`src/sfh_regs.svh`:
```
`ifndef SFH_REGS_SVH
`define SFH_REGS_SVH

// =====================================================================
// instruction codes
`define SFH_OP_WR_ENABLE 8'h06
`define SFH_OP_WR_DISABLE 8'h04
`define SFH_OP_RESET_ARM 8'h66
`define SFH_OP_RESET_GO 8'h99
`define SFH_OP_POWER_DOWN 8'hB9
`define SFH_OP_POWER_UP 8'hAB
`define SFH_OP_QUAD_ENTER 8'h38
`define SFH_OP_QUAD_EXIT 8'hFF
`define SFH_OP_READ_STATUS 8'h05
`define SFH_OP_READ 8'h03
`define SFH_OP_READ_DTR 8'h0D
`define SFH_OP_PROGRAM 8'h02
`define SFH_OP_SECTOR_ERASE 8'h20
`define SFH_OP_BLOCK_ERASE 8'hD8
`define SFH_OP_CHIP_ERASE 8'hC7
`define SFH_OP_WRITE_STATUS 8'h01
`define SFH_OP_UNLOCK 8'h39

// =====================================================================
// frame geometry
`define SFH_OPCODE_BITS 6'h08
`define SFH_ADDR_BITS 6'h18
`define SFH_BYTE_BITS 6'h08

// =====================================================================
// status byte returned by the status read
`define SFH_STAT_BUSY_POS 0
`define SFH_STAT_WEL_POS 1
`define SFH_STAT_QUAD_POS 2
`define SFH_STAT_RESET_VAL 8'h00

// =====================================================================
// lock bit geometry: middle blocks first, then bottom sectors, then top sectors
`define SFH_LOCK_COUNT 158
`define SFH_MID_BLOCKS 8'h7E
`define SFH_TOP_BLOCK 8'h7F
`define SFH_SECTORS_PER_END 8'h10
`define SFH_LOCK_RESET_VAL {`SFH_LOCK_COUNT{1'b1}}

// =====================================================================
// timing
`define SFH_CLK_PERIOD_PS 4000
`define SFH_RESET_PULSE_MIN_NS 1000
`define SFH_RESET_PULSE_CYCLES ((`SFH_RESET_PULSE_MIN_NS * 1000 + `SFH_CLK_PERIOD_PS - 1) / `SFH_CLK_PERIOD_PS)
`define SFH_SOFT_RESET_NS 30000
`define SFH_SOFT_RESET_CYCLES (`SFH_SOFT_RESET_NS * 1000 / `SFH_CLK_PERIOD_PS)
`define SFH_POWERUP_WRITE_DELAY_US 10
`define SFH_POWERUP_WRITE_CYCLES (`SFH_POWERUP_WRITE_DELAY_US * 1000000 / `SFH_CLK_PERIOD_PS)

`endif

```
`src/sfh_pkg.sv`:
```
`default_nettype none
package sfh_pkg;

    // =================================================================
    // pins as they arrive from the host side
    typedef struct packed {
        logic cs_n;
        logic sclk;
        logic [3:0] io;
        logic reset_n;
        logic supply_ok;
    } sfh_pins_s;

    // configuration held in the outside status register
    typedef struct packed {
        logic quad_enable_bit;
        logic pin_role_reset;
        logic protect_scheme_select;
        logic status_lock_bit;
        logic status_protect_bit;
        logic bp_region_hit;
    } sfh_cfg_s;

    typedef enum logic [2:0] {
        SFH_KIND_NONE = 3'h0,
        SFH_KIND_PROGRAM = 3'h1,
        SFH_KIND_SECTOR_ERASE = 3'h2,
        SFH_KIND_BLOCK_ERASE = 3'h3,
        SFH_KIND_CHIP_ERASE = 3'h4,
        SFH_KIND_STATUS_WRITE = 3'h5,
        SFH_KIND_UNLOCK = 3'h6
    } sfh_kind_e;

    // request towards the array and status storage
    typedef struct packed {
        logic valid;
        sfh_kind_e kind;
        logic [23:0] addr;
        logic [7:0] data;
    } sfh_op_s;

    typedef struct packed {
        logic write_enable_latch;
        logic busy;
        logic power_down;
        logic quad_command_mode;
        logic reset_busy;
        logic paused;
        logic write_inhibit;
    } sfh_stat_s;

endpackage
`default_nettype wire

```
`src/sfh_ctrl.sv`:
```
`timescale 1ns/1ps
`default_nettype none
`include "sfh_regs.svh"

// =====================================================================
module sfh_ctrl
    import sfh_pkg::*;
#(
    parameter int SOFT_RESET_CYCLES = `SFH_SOFT_RESET_CYCLES
) (
    // clock and reset
    input wire logic clock,
    input wire logic nrst,
    // serial pins
    input wire sfh_pins_s pins,
    output logic [3:0] io_out,
    output logic [3:0] io_oe,
    // configuration and state
    input wire sfh_cfg_s cfg,
    output sfh_stat_s stat,
    // array side
    output sfh_op_s nv_op,
    output sfh_op_s prog_byte,
    output logic nv_abort,
    input wire logic nv_done,
    output logic [23:0] rd_addr,
    input wire logic [7:0] rd_data
);
    typedef enum logic [4:0] {
        ST_OPCODE = 5'h01,
        ST_ADDR = 5'h02,
        ST_DIN = 5'h04,
        ST_DOUT = 5'h08,
        ST_SKIP = 5'h10
    } sfh_state_e;

    // =================================================================
    // helpers
    function automatic logic [23:0] shift_in(input logic [23:0] sh, input logic [3:0] io, input logic quad);
        shift_in = quad ? {sh[19:0], io} : {sh[22:0], io[0]};
    endfunction

    function automatic logic [3:0] drive_bits(input logic [7:0] b, input logic quad);
        drive_bits = quad ? b[7:4] : {2'b00, b[7], 1'b0};
    endfunction

    function automatic logic [7:0] shift_out(input logic [7:0] b, input logic quad);
        shift_out = quad ? {b[3:0], 4'h0} : {b[6:0], 1'b0};
    endfunction

    // lock index: middle blocks 0..125, end sectors 126..157
    function automatic logic [7:0] lock_index(input logic [23:0] a);
        if (a[23:16] == 8'h00) begin
            lock_index = `SFH_MID_BLOCKS + {4'h0, a[15:12]};
        end else if (a[23:16] == `SFH_TOP_BLOCK) begin
            lock_index = `SFH_MID_BLOCKS + `SFH_SECTORS_PER_END + {4'h0, a[15:12]};
        end else begin
            lock_index = a[23:16] - 8'h01;
        end
    endfunction

    // =================================================================
    // pin synchronisers
    sfh_pins_s pins_s;
    // clock starts parked low so release of reset shows no false clock edge
    sfh_sync #(.W($bits(sfh_pins_s)), .INIT(8'hBE)) u_sync (
        .clock(clock),
        .nrst(nrst),
        .d(pins),
        .q(pins_s)
    );

    sfh_state_e state_reg;
    logic sclk_d_reg, cs_d_reg, paused_reg, wel_reg, busy_reg, pd_reg, quad_reg, armed_reg, dtr_reg;
    logic pend_ready_reg;
    sfh_kind_e pend_kind_reg;
    logic [5:0] cnt_reg;
    logic [23:0] sh_reg, addr_reg;
    logic [7:0] out_sh_reg, wr_byte_reg;
    logic [8:0] rst_cnt_reg;
    logic [12:0] srst_cnt_reg;
    logic [11:0] pu_cnt_reg;
    logic [`SFH_LOCK_COUNT-1:0] lock_reg;

    logic sclk_rise, sclk_fall, selected, cs_rise, hold_fn, hw_rst_low, hw_rst_hit, init_ev, pu_inhibit;
    logic accept, rise_ev, fall_ev, take_in, opc_ev, addr_ev, byte_ev, out_ev, soft_go, status_ok;
    logic region_locked, exec_ok;
    logic [5:0] cnt_nx;
    logic [23:0] shifted;
    logic [7:0] opc, status_byte;

    // =================================================================
    // edge detection and pin roles
    always_ff @(posedge clock or negedge nrst) begin
        if (!nrst) begin
            sclk_d_reg <= 1'b0;
            cs_d_reg <= 1'b1;
        end else begin
            sclk_d_reg <= pins_s.sclk;
            cs_d_reg <= pins_s.cs_n;
        end
    end

    always_comb begin
        sclk_rise = pins_s.sclk & ~sclk_d_reg;
        sclk_fall = ~pins_s.sclk & sclk_d_reg;
        selected = ~pins_s.cs_n;
        cs_rise = pins_s.cs_n & ~cs_d_reg;
        hold_fn = ~cfg.quad_enable_bit & ~cfg.pin_role_reset;
        hw_rst_low = ~pins_s.reset_n | (~cfg.quad_enable_bit & cfg.pin_role_reset & ~pins_s.io[3]);
    end

    // =================================================================
    // pause: level check works for both orders of hold and clock edges
    always_ff @(posedge clock or negedge nrst) begin
        if (!nrst) begin
            paused_reg <= 1'b0;
        end else if (!selected || !hold_fn) begin
            paused_reg <= 1'b0; // select rise drops the pause with the command state
        end else if (!pins_s.sclk) begin
            paused_reg <= ~pins_s.io[3];
        end
    end

    // =================================================================
    // hardware reset pulse measurement
    always_ff @(posedge clock or negedge nrst) begin
        if (!nrst) begin
            rst_cnt_reg <= 9'h000;
        end else if (!hw_rst_low) begin
            rst_cnt_reg <= 9'h000;
        end else if (rst_cnt_reg != 9'(`SFH_RESET_PULSE_CYCLES)) begin
            rst_cnt_reg <= rst_cnt_reg + 9'h001;
        end
    end

    // =================================================================
    // power-on style events and write inhibit after supply rise
    always_comb begin
        hw_rst_hit = hw_rst_low && rst_cnt_reg == 9'(`SFH_RESET_PULSE_CYCLES - 1);
        init_ev = hw_rst_hit | soft_go | ~pins_s.supply_ok;
        pu_inhibit = pu_cnt_reg != 12'(`SFH_POWERUP_WRITE_CYCLES);
    end

    always_ff @(posedge clock or negedge nrst) begin
        if (!nrst) begin
            pu_cnt_reg <= 12'h000;
        end else if (!pins_s.supply_ok) begin
            pu_cnt_reg <= 12'h000;
        end else if (pu_inhibit) begin
            pu_cnt_reg <= pu_cnt_reg + 12'h001;
        end
    end

    // soft reset busy window: no command is taken until it runs out
    always_ff @(posedge clock or negedge nrst) begin
        if (!nrst) begin
            srst_cnt_reg <= 13'h0000;
        end else if (soft_go) begin
            srst_cnt_reg <= 13'(SOFT_RESET_CYCLES);
        end else if (srst_cnt_reg != 13'h0000) begin
            srst_cnt_reg <= srst_cnt_reg - 13'h0001;
        end
    end

    // =================================================================
    // bit-level decode
    always_comb begin
        accept = selected && !paused_reg && !hw_rst_low && pins_s.supply_ok && srst_cnt_reg == 13'h0000;
        rise_ev = sclk_rise & accept;
        fall_ev = sclk_fall & accept;
        // opcode only on rising edges; DTR address on both
        take_in = (state_reg == ST_OPCODE && rise_ev) || (state_reg == ST_DIN && rise_ev)
            || (state_reg == ST_ADDR && (rise_ev || (dtr_reg && fall_ev)));
        out_ev = state_reg == ST_DOUT && (fall_ev || (dtr_reg && rise_ev));
        shifted = shift_in(sh_reg, pins_s.io, quad_reg);
        cnt_nx = cnt_reg + (quad_reg ? 6'h04 : 6'h01);
        opc = shifted[7:0];
        opc_ev = state_reg == ST_OPCODE && take_in && cnt_nx == `SFH_OPCODE_BITS;
        addr_ev = state_reg == ST_ADDR && take_in && cnt_nx == `SFH_ADDR_BITS;
        byte_ev = state_reg == ST_DIN && take_in && cnt_nx == `SFH_BYTE_BITS;
        soft_go = opc_ev && armed_reg && opc == `SFH_OP_RESET_GO && !pd_reg;
        status_byte = `SFH_STAT_RESET_VAL;
        status_byte[`SFH_STAT_BUSY_POS] = busy_reg | (srst_cnt_reg != 13'h0000);
        status_byte[`SFH_STAT_WEL_POS] = wel_reg;
        status_byte[`SFH_STAT_QUAD_POS] = quad_reg;
        // protect pin only counts when it is not a data line
        status_ok = !cfg.status_lock_bit
            && !(cfg.status_protect_bit && !cfg.quad_enable_bit && !quad_reg && !pins_s.io[2]);
        if (pend_kind_reg == SFH_KIND_CHIP_ERASE) begin
            region_locked = cfg.protect_scheme_select ? |lock_reg : cfg.bp_region_hit;
        end else begin
            region_locked = cfg.protect_scheme_select ? lock_reg[lock_index(addr_reg)] : cfg.bp_region_hit;
        end
        case (pend_kind_reg)
            SFH_KIND_UNLOCK: exec_ok = 1'b1;
            SFH_KIND_STATUS_WRITE: exec_ok = wel_reg && status_ok;
            SFH_KIND_NONE: exec_ok = 1'b0;
            default: exec_ok = wel_reg && !region_locked;
        endcase
        exec_ok = exec_ok && pend_ready_reg && cs_rise && !paused_reg && !busy_reg && !hw_rst_low;
    end

    // =================================================================
    // command state machine; a pause simply freezes it in place
    always_ff @(posedge clock or negedge nrst) begin
        if (!nrst) begin
            state_reg <= ST_OPCODE;
            cnt_reg <= 6'h00;
            sh_reg <= 24'h000000;
            dtr_reg <= 1'b0;
        end else if (!selected || init_ev) begin
            state_reg <= ST_OPCODE;
            cnt_reg <= 6'h00;
            dtr_reg <= 1'b0;
        end else if (take_in) begin
            sh_reg <= shifted;
            cnt_reg <= (opc_ev || byte_ev) ? 6'h00 : cnt_nx;
            if (opc_ev) begin
                dtr_reg <= opc == `SFH_OP_READ_DTR;
                if (busy_reg) begin
                    state_reg <= opc == `SFH_OP_READ_STATUS ? ST_DOUT : ST_SKIP;
                end else if (pd_reg) begin
                    state_reg <= ST_SKIP;
                end else if (opc == `SFH_OP_READ_STATUS) begin
                    state_reg <= ST_DOUT;
                end else if (opc == `SFH_OP_READ || opc == `SFH_OP_READ_DTR || opc == `SFH_OP_UNLOCK) begin
                    state_reg <= ST_ADDR;
                end else if ((opc == `SFH_OP_PROGRAM || opc == `SFH_OP_SECTOR_ERASE
                        || opc == `SFH_OP_BLOCK_ERASE) && !pu_inhibit) begin
                    state_reg <= ST_ADDR;
                end else if (opc == `SFH_OP_WRITE_STATUS && !pu_inhibit) begin
                    state_reg <= ST_DIN;
                end else begin
                    state_reg <= ST_SKIP;
                end
            end else if (addr_ev) begin
                cnt_reg <= 6'h00;
                if (pend_kind_reg == SFH_KIND_PROGRAM) begin
                    state_reg <= ST_DIN;
                end else if (pend_kind_reg == SFH_KIND_NONE) begin
                    state_reg <= ST_DOUT;
                end else begin
                    state_reg <= ST_SKIP;
                end
            end else if (byte_ev && pend_kind_reg == SFH_KIND_STATUS_WRITE) begin
                state_reg <= ST_SKIP;
            end
        end else if (out_ev) begin
            cnt_reg <= cnt_nx == `SFH_BYTE_BITS ? 6'h00 : cnt_nx;
        end
    end

    // =================================================================
    // serial output: data changes on falling edges, both edges in DTR
    always_ff @(posedge clock or negedge nrst) begin
        if (!nrst) begin
            out_sh_reg <= 8'h00;
            io_out <= 4'h0;
            addr_reg <= 24'h000000;
        end else if (addr_ev) begin
            addr_reg <= shifted;
        end else if (out_ev) begin
            if (cnt_reg == 6'h00) begin
                if (dtr_reg || pend_kind_reg == SFH_KIND_NONE && sh_reg[7:0] != `SFH_OP_READ_STATUS) begin
                    io_out <= drive_bits(rd_data, quad_reg);
                    out_sh_reg <= shift_out(rd_data, quad_reg);
                    addr_reg <= addr_reg + 24'h000001;
                end else begin
                    io_out <= drive_bits(status_byte, quad_reg);
                    out_sh_reg <= shift_out(status_byte, quad_reg);
                end
            end else begin
                io_out <= drive_bits(out_sh_reg, quad_reg);
                out_sh_reg <= shift_out(out_sh_reg, quad_reg);
            end
        end
    end

    // output released while deselected, paused or in reset
    always_comb begin
        io_oe = 4'h0;
        if (state_reg == ST_DOUT && selected && !paused_reg && !hw_rst_low) begin
            io_oe = quad_reg ? 4'hF : 4'h2;
        end
        rd_addr = addr_reg;
    end

    // =================================================================
    // pending write-type operation, carried until select rises
    always_ff @(posedge clock or negedge nrst) begin
        if (!nrst) begin
            pend_kind_reg <= SFH_KIND_NONE;
            pend_ready_reg <= 1'b0;
            wr_byte_reg <= 8'h00;
        end else if (!selected || init_ev) begin
            pend_kind_reg <= SFH_KIND_NONE;
            pend_ready_reg <= 1'b0;
        end else if (opc_ev && !busy_reg && !pd_reg && !pu_inhibit) begin
            pend_ready_reg <= opc == `SFH_OP_CHIP_ERASE;
            case (opc)
                `SFH_OP_PROGRAM: pend_kind_reg <= SFH_KIND_PROGRAM;
                `SFH_OP_SECTOR_ERASE: pend_kind_reg <= SFH_KIND_SECTOR_ERASE;
                `SFH_OP_BLOCK_ERASE: pend_kind_reg <= SFH_KIND_BLOCK_ERASE;
                `SFH_OP_CHIP_ERASE: pend_kind_reg <= SFH_KIND_CHIP_ERASE;
                `SFH_OP_WRITE_STATUS: pend_kind_reg <= SFH_KIND_STATUS_WRITE;
                `SFH_OP_UNLOCK: pend_kind_reg <= SFH_KIND_UNLOCK;
                default: pend_kind_reg <= SFH_KIND_NONE;
            endcase
        end else if (opc_ev && opc == `SFH_OP_UNLOCK && !pd_reg && !busy_reg) begin
            pend_kind_reg <= SFH_KIND_UNLOCK;
        end else if (addr_ev && pend_kind_reg != SFH_KIND_PROGRAM) begin
            pend_ready_reg <= pend_kind_reg != SFH_KIND_NONE;
        end else if (byte_ev) begin
            pend_ready_reg <= 1'b1;
            wr_byte_reg <= shifted[7:0];
        end
    end

    // =================================================================
    // operation requests towards the array
    always_ff @(posedge clock or negedge nrst) begin
        if (!nrst) begin
            nv_op <= '0;
            prog_byte <= '0;
            nv_abort <= 1'b0;
        end else begin
            nv_op.valid <= exec_ok && pend_kind_reg != SFH_KIND_UNLOCK;
            nv_op.kind <= pend_kind_reg;
            nv_op.addr <= addr_reg;
            nv_op.data <= wr_byte_reg;
            prog_byte.valid <= byte_ev && pend_kind_reg == SFH_KIND_PROGRAM;
            prog_byte.kind <= SFH_KIND_PROGRAM;
            prog_byte.addr <= addr_reg;
            prog_byte.data <= shifted[7:0];
            nv_abort <= busy_reg && (hw_rst_hit || !pins_s.supply_ok);
        end
    end

    // =================================================================
    // write latch, busy and mode flags
    always_ff @(posedge clock or negedge nrst) begin
        if (!nrst) begin
            wel_reg <= 1'b0;
            busy_reg <= 1'b0;
            pd_reg <= 1'b0;
            quad_reg <= 1'b0;
            armed_reg <= 1'b0;
        end else if (init_ev) begin
            wel_reg <= 1'b0;
            pd_reg <= 1'b0;
            quad_reg <= 1'b0;
            armed_reg <= 1'b0;
            if (!soft_go) begin
                busy_reg <= 1'b0;
            end
        end else begin
            if (nv_done && busy_reg) begin
                busy_reg <= 1'b0;
                wel_reg <= 1'b0;
            end else if (exec_ok && pend_kind_reg != SFH_KIND_UNLOCK) begin
                busy_reg <= 1'b1;
            end
            if (opc_ev && !busy_reg) begin
                armed_reg <= opc == `SFH_OP_RESET_ARM && !pd_reg;
                if (pd_reg) begin
                    pd_reg <= opc != `SFH_OP_POWER_UP;
                end else begin
                    case (opc)
                        `SFH_OP_WR_ENABLE: wel_reg <= wel_reg | ~pu_inhibit;
                        `SFH_OP_WR_DISABLE: wel_reg <= 1'b0;
                        `SFH_OP_POWER_DOWN: pd_reg <= 1'b1;
                        `SFH_OP_QUAD_ENTER: quad_reg <= quad_reg | cfg.quad_enable_bit;
                        `SFH_OP_QUAD_EXIT: quad_reg <= 1'b0;
                        default: ;
                    endcase
                end
            end
        end
    end

    // =================================================================
    // individual locks; all set again by any power-on style event
    always_ff @(posedge clock or negedge nrst) begin
        if (!nrst) begin
            lock_reg <= `SFH_LOCK_RESET_VAL;
        end else if (init_ev) begin
            lock_reg <= `SFH_LOCK_RESET_VAL;
        end else if (exec_ok && pend_kind_reg == SFH_KIND_UNLOCK) begin
            lock_reg[lock_index(addr_reg)] <= 1'b0;
        end
    end

    // state view for the outside
    always_comb begin
        stat.write_enable_latch = wel_reg;
        stat.busy = busy_reg;
        stat.power_down = pd_reg;
        stat.quad_command_mode = quad_reg;
        stat.reset_busy = srst_cnt_reg != 13'h0000;
        stat.paused = paused_reg;
        stat.write_inhibit = pu_inhibit;
    end
endmodule // sfh_ctrl
`default_nettype wire

```
`src/sfh_sync.sv`:
```
`timescale 1ns/1ps
`default_nettype none
// =====================================================================
// two-stage synchroniser for pins arriving from outside the clock domain
module sfh_sync #(
    parameter int W = 1,
    parameter logic [W-1:0] INIT = '0
) (
    // clock and reset
    input wire logic clock,
    input wire logic nrst,
    // data
    input wire logic [W-1:0] d,
    output logic [W-1:0] q
);
    logic [W-1:0] meta_reg;

    // first stage feeds only the second stage
    always_ff @(posedge clock or negedge nrst) begin
        if (!nrst) begin
            meta_reg <= INIT;
            q <= INIT;
        end else begin
            meta_reg <= d;
            q <= meta_reg;
        end
    end
endmodule // sfh_sync
`default_nettype wire
```
`config.mk`:
```
export PLATFORM = sky130hd
export DESIGN_NAME = sfh_ctrl
export DESIGN_NICKNAME = d
export VERILOG_FILES = /design/src/sfh_pkg.sv /design/src/sfh_ctrl.sv /design/src/sfh_sync.sv
export VERILOG_INCLUDE_DIRS = /design/src
export SDC_FILE = /design/constraint.sdc
export NUM_CORES = 1
export LEC_CHECK = 0
export ABC_AREA = 1
export BUFFER_PORTS_ARGS = -buffer_cell sky130_fd_sc_hd__buf_2
export CORE_MARGIN = 2
export CORE_UTILIZATION = 34
export CTS_CLUSTER_SIZE = 20
export DETAILED_ROUTE_END_ITERATION = 10
export PLACE_DENSITY = 0.6
export SYNTH_ARGS = -nofsm -noshare
export SYNTH_HDL_FRONTEND = slang
export SYNTH_SLANG_ARGS = --single-unit
```
`constraint.sdc`:
```
create_clock -name clock -period 3.2 [get_ports clock]
set_clock_uncertainty 0.2 [all_clocks]
set_input_delay 0.32 -clock clock [delete_from_list [all_inputs] [get_ports clock]]
set_output_delay 0.32 -clock clock [all_outputs]
set_load 0.05 [all_outputs]
```
==> results.cfg <==
[synthesis]
synth-edff-count = 0
sequential_share_of_the_synthesized_area_pct = 50.00
synthesis.area_per_instance_um2 = 8.073
ys_dominant_reg_cell = sky130_fd_sc_hd__dfrtp_1
post-synth-top-area-cell = sky130_fd_sc_hd__dfstp_2
synthArstFlopShare_pct = 100.0
yosysWarningCount = 0
post-synth-top-count-cell = sky130_fd_sc_hd__nand2_1
synth_top_cells_by_count = sky130_fd_sc_hd__nand2_1, sky130_fd_sc_hd__o21ai_0, sky130_fd_sc_hd__dfrtp_1, sky130_fd_sc_hd__inv_1, sky130_fd_sc_hd__dfstp_2
synth.lib_cells_used.distinct = 58
cell_types_with_the_largest_area_share_after_synthesis = sky130_fd_sc_hd__dfstp_2, sky130_fd_sc_hd__dfrtp_1, sky130_fd_sc_hd__nand2_1
synth_seq_cells = 345
netlist_instances = 2192
synth.cell_area_um2 = 17700
yosysTopAreaCellShare_pct = 25.54

[place]
io_buffers = 134
detailed_place_hpwl_mm = 39.69
place_area_um2 = 19900
finalWeightedCongestion = 0.9505

[power]
pwr_density_cell_nw_per_um2 = 424.4
power.share.combinational_pct = 3.6
p_clk_share_pct = 48.6
sw_frac_of_total_pct = 23.09
seq_power_share_pct = 47.8
ir_drop_mv = 0.3165
power.switching_mw = 2.139
leakage_nw = 9.708
internal-power_mw = 7.125

[clock_tree]
clock_tree.htree_level_count = 2
clockBufferDepth = 3
worst_skew_pair_latency_ns = 0.58
clkSinkCount = 345
cts_root_buffer = sky130_fd_sc_hd__clkbuf_16
cts_tree = built
cts_made_buffers = 41
clock_slew_at_reported_path_ffs_ns = 0.06

[timing]
fmax_mhz = 323.5
final_report_max_slew_violation_count = 0
timing.hold.ws_ns = 0.02856
min_period_over_period_pct = 96.60
post-route-min-period_ns = 3.091
rsz0062_at_grt = yes
worst_slew_pin_slew_ns = 0.8420
report.final.setup_viol = 0
hold_viol_final = 0
worst_slew_margin_rel_pct = 43.35

[floorplanning]
die_w_um = 232.1
floorplan.initialDensity_pct = 34.43
placementRows = 83
coreArea_um2 = 51410
die_height_um = 232.1
top_level_ports = 137
dieArea_um2 = 53890

[routing]
routed_wl_mm = 57.58
drt_pre_antenna_iters = 6
avgViaCountPerCell = 5.188
antenna_left = 0
drc_errors = 0
num_vias = 16330
detail_route.wl_per_cell_um = 18.30
drt_iter0_drc = 1602

[setup_path]
slowest_delay_ns = 0.47
worst-path-max-fanout = 65
critPathTopFamily = simple AND/OR/NAND/NOR gates
buffers_inverters_on_critical_path = 6
worst_setup_path_start_kind = flop
crit_arrival_ns = 3.40
critical_path_endpoint_category = flop
critical_path_class = flop to flop
critical_path_required_ns = 3.50
critical_path_s_slowest_cell = sky130_fd_sc_hd__dfrtp_2
crit_path_cell_trace = inv_2 -> buf_4 -> or2_2 -> o21ai_2 -> inv_1 -> nor2_4 -> nand2_1 -> nor4_4 -> nand4_1 -> nand3_2 -> buf_4 -> inv_4 -> buf_12 -> nand2_1

[final_layout]
area.growth.synth_to_final_pct = 23.35
final_core_util_pct = 42.46
finish.net_count = 2481
largest_register_ffs = 158
antenna_cells = 0
number_of_filler_cells_placed_in_the_layout = 5089
final_cell_area_um2 = 21830
final_layout_size_suffix_gt1_share_pct = 24.73

[global_route]
first_global_vias = 15880
grt_pass1_wl_mm = 89.18
globalRoute.totalOverflow = 0
initial_antenna_violation_count = 1
track_usage_pct = 20.87
pin_count_of_the_biggest_net_entering_global_routing = 91

[min_path]
classification_of_the_worst_slack_hold_path = primary input to flop

[flow_run]
cap_violations = 0

[outcome]
run_status = complete, no violations
==> timing repair <==
item	in CTS	in global routing
hold buffers	21	0
endpoints found under the setup margin	0	205
gates resized for setup	0	43
buffers inserted	0	10
hold endpoints to repair	78	0
==> worst register-to-register path, delay by kind of cell, from the launching register on <==
family | cells | cell delay [ns]
AOI/OAI and AO/OA | 1 | 0.17
and+or+nand+nor | 7 | 1.32
DFF | 1 | 0.47
buffers and inverters | 6 | 0.88
==> placed cells by master, fill, tap and decap left out, types with 6 or more instances in the layout <==
cell type and count:
sky130_fd_sc_hd__a21oi_1 29, sky130_fd_sc_hd__buf_12 20, sky130_fd_sc_hd__buf_2 133, sky130_fd_sc_hd__buf_4 134, sky130_fd_sc_hd__clkbuf_1 11, sky130_fd_sc_hd__clkbuf_16 49, sky130_fd_sc_hd__clkbuf_8 9, sky130_fd_sc_hd__dfrtp_1 172
sky130_fd_sc_hd__dfstp_2 172, sky130_fd_sc_hd__dlygate4sd3_1 21, sky130_fd_sc_hd__ha_1 13, sky130_fd_sc_hd__inv_1 169, sky130_fd_sc_hd__inv_2 13, sky130_fd_sc_hd__mux2i_1 15, sky130_fd_sc_hd__nand2_1 714, sky130_fd_sc_hd__nand2_4 7
sky130_fd_sc_hd__nand3_1 92, sky130_fd_sc_hd__nand3_2 6, sky130_fd_sc_hd__nand4_1 32, sky130_fd_sc_hd__nor2_1 133, sky130_fd_sc_hd__nor2_2 12, sky130_fd_sc_hd__nor2_4 9, sky130_fd_sc_hd__nor3_1 45, sky130_fd_sc_hd__nor4_1 48
sky130_fd_sc_hd__o211ai_1 8, sky130_fd_sc_hd__o21ai_0 234, sky130_fd_sc_hd__o21ai_1 15, sky130_fd_sc_hd__o221ai_1 19, sky130_fd_sc_hd__o31ai_1 14, sky130_fd_sc_hd__xnor2_1 6, sky130_fd_sc_hd__xor2_1 28
==> logic make-up (layout without fill, tap and decap cells) <==
logic type	Yosys count	in the layout	synth area share, %
other cells	2	3	0.04244
flops	345	345	50.00
compound gates	353	353	11.25
fa+ha+maj	15	15	1.061
simple gates	1129	1129	27.42
xor+xnor	34	34	1.683
mux	15	15	0.8484
buf+inv	299	573	7.699
==> path summary, 6_finish.rpt <==
path,slack (ns),depth (start not counted),startpoint,end
setup / recovery,0.11,14,quad_reg,lock_reg[60]
hold / removal,0.03,6,cfg[0],nv_op[35]
setup reg to reg,0.11,14,quad_reg,lock_reg[60]
hold reg to reg,0.15,0,u_sync.meta_reg[6],u_sync.q[6]
max in group asynchronous,1.77,3,nrst,lock_reg[2]
min in group asynchronous,0.10,2,nrst,srst_cnt_reg[0]
==> layout make-up <==
type	count	area (µm²)	share of cell area (%)
Sequential cell	345	8850	40.54
Multi-Input combinational cell	1549	7649	35.04
Timing Repair Buffer	318	2495	11.43
Clock buffer	62	1216	5.572
Tap cell	680	850.8	3.898
Inverter	186	704.4	3.227
Clock inverter	7	63.81	0.2923
==> per-stage QoR <==
stage                     TNS, ns  power, mW  setup WS (ns)  cells
after global routing      -0.5186      9.605       -0.05406   3147
after detailed placement        0      4.817         0.1141   3039
after CTS                       0      9.352        0.08448   3129
after global placement          0      4.810         0.1080   3039
after floorplan                 0      4.631        0.04074   2193
final                           0      9.264         0.1088   3147
==> power groups by stage <==
stage               Sequential, mW  Clock, mW  Combinational (mW)
CTS                           4.43       4.58               0.339
floorplan                     4.50          0               0.130
detailed placement            4.50          0               0.319
global route                  4.43       4.80               0.377
global placement              4.50          0               0.313
finish                        4.43       4.50               0.334
==> metal layers <==
layer / GRT usage (%) / part of all wire [%] / vias up
met3: 3.438 / 7.0 / 137
met4: 7.592 / 3.5 / 0
li1: - / - / 7657
met2: 32.28 / 45 / 608
met1: 29.32 / 44 / 7925
met5: 0 / 0 / -
(Power assumes the default switching activity.)
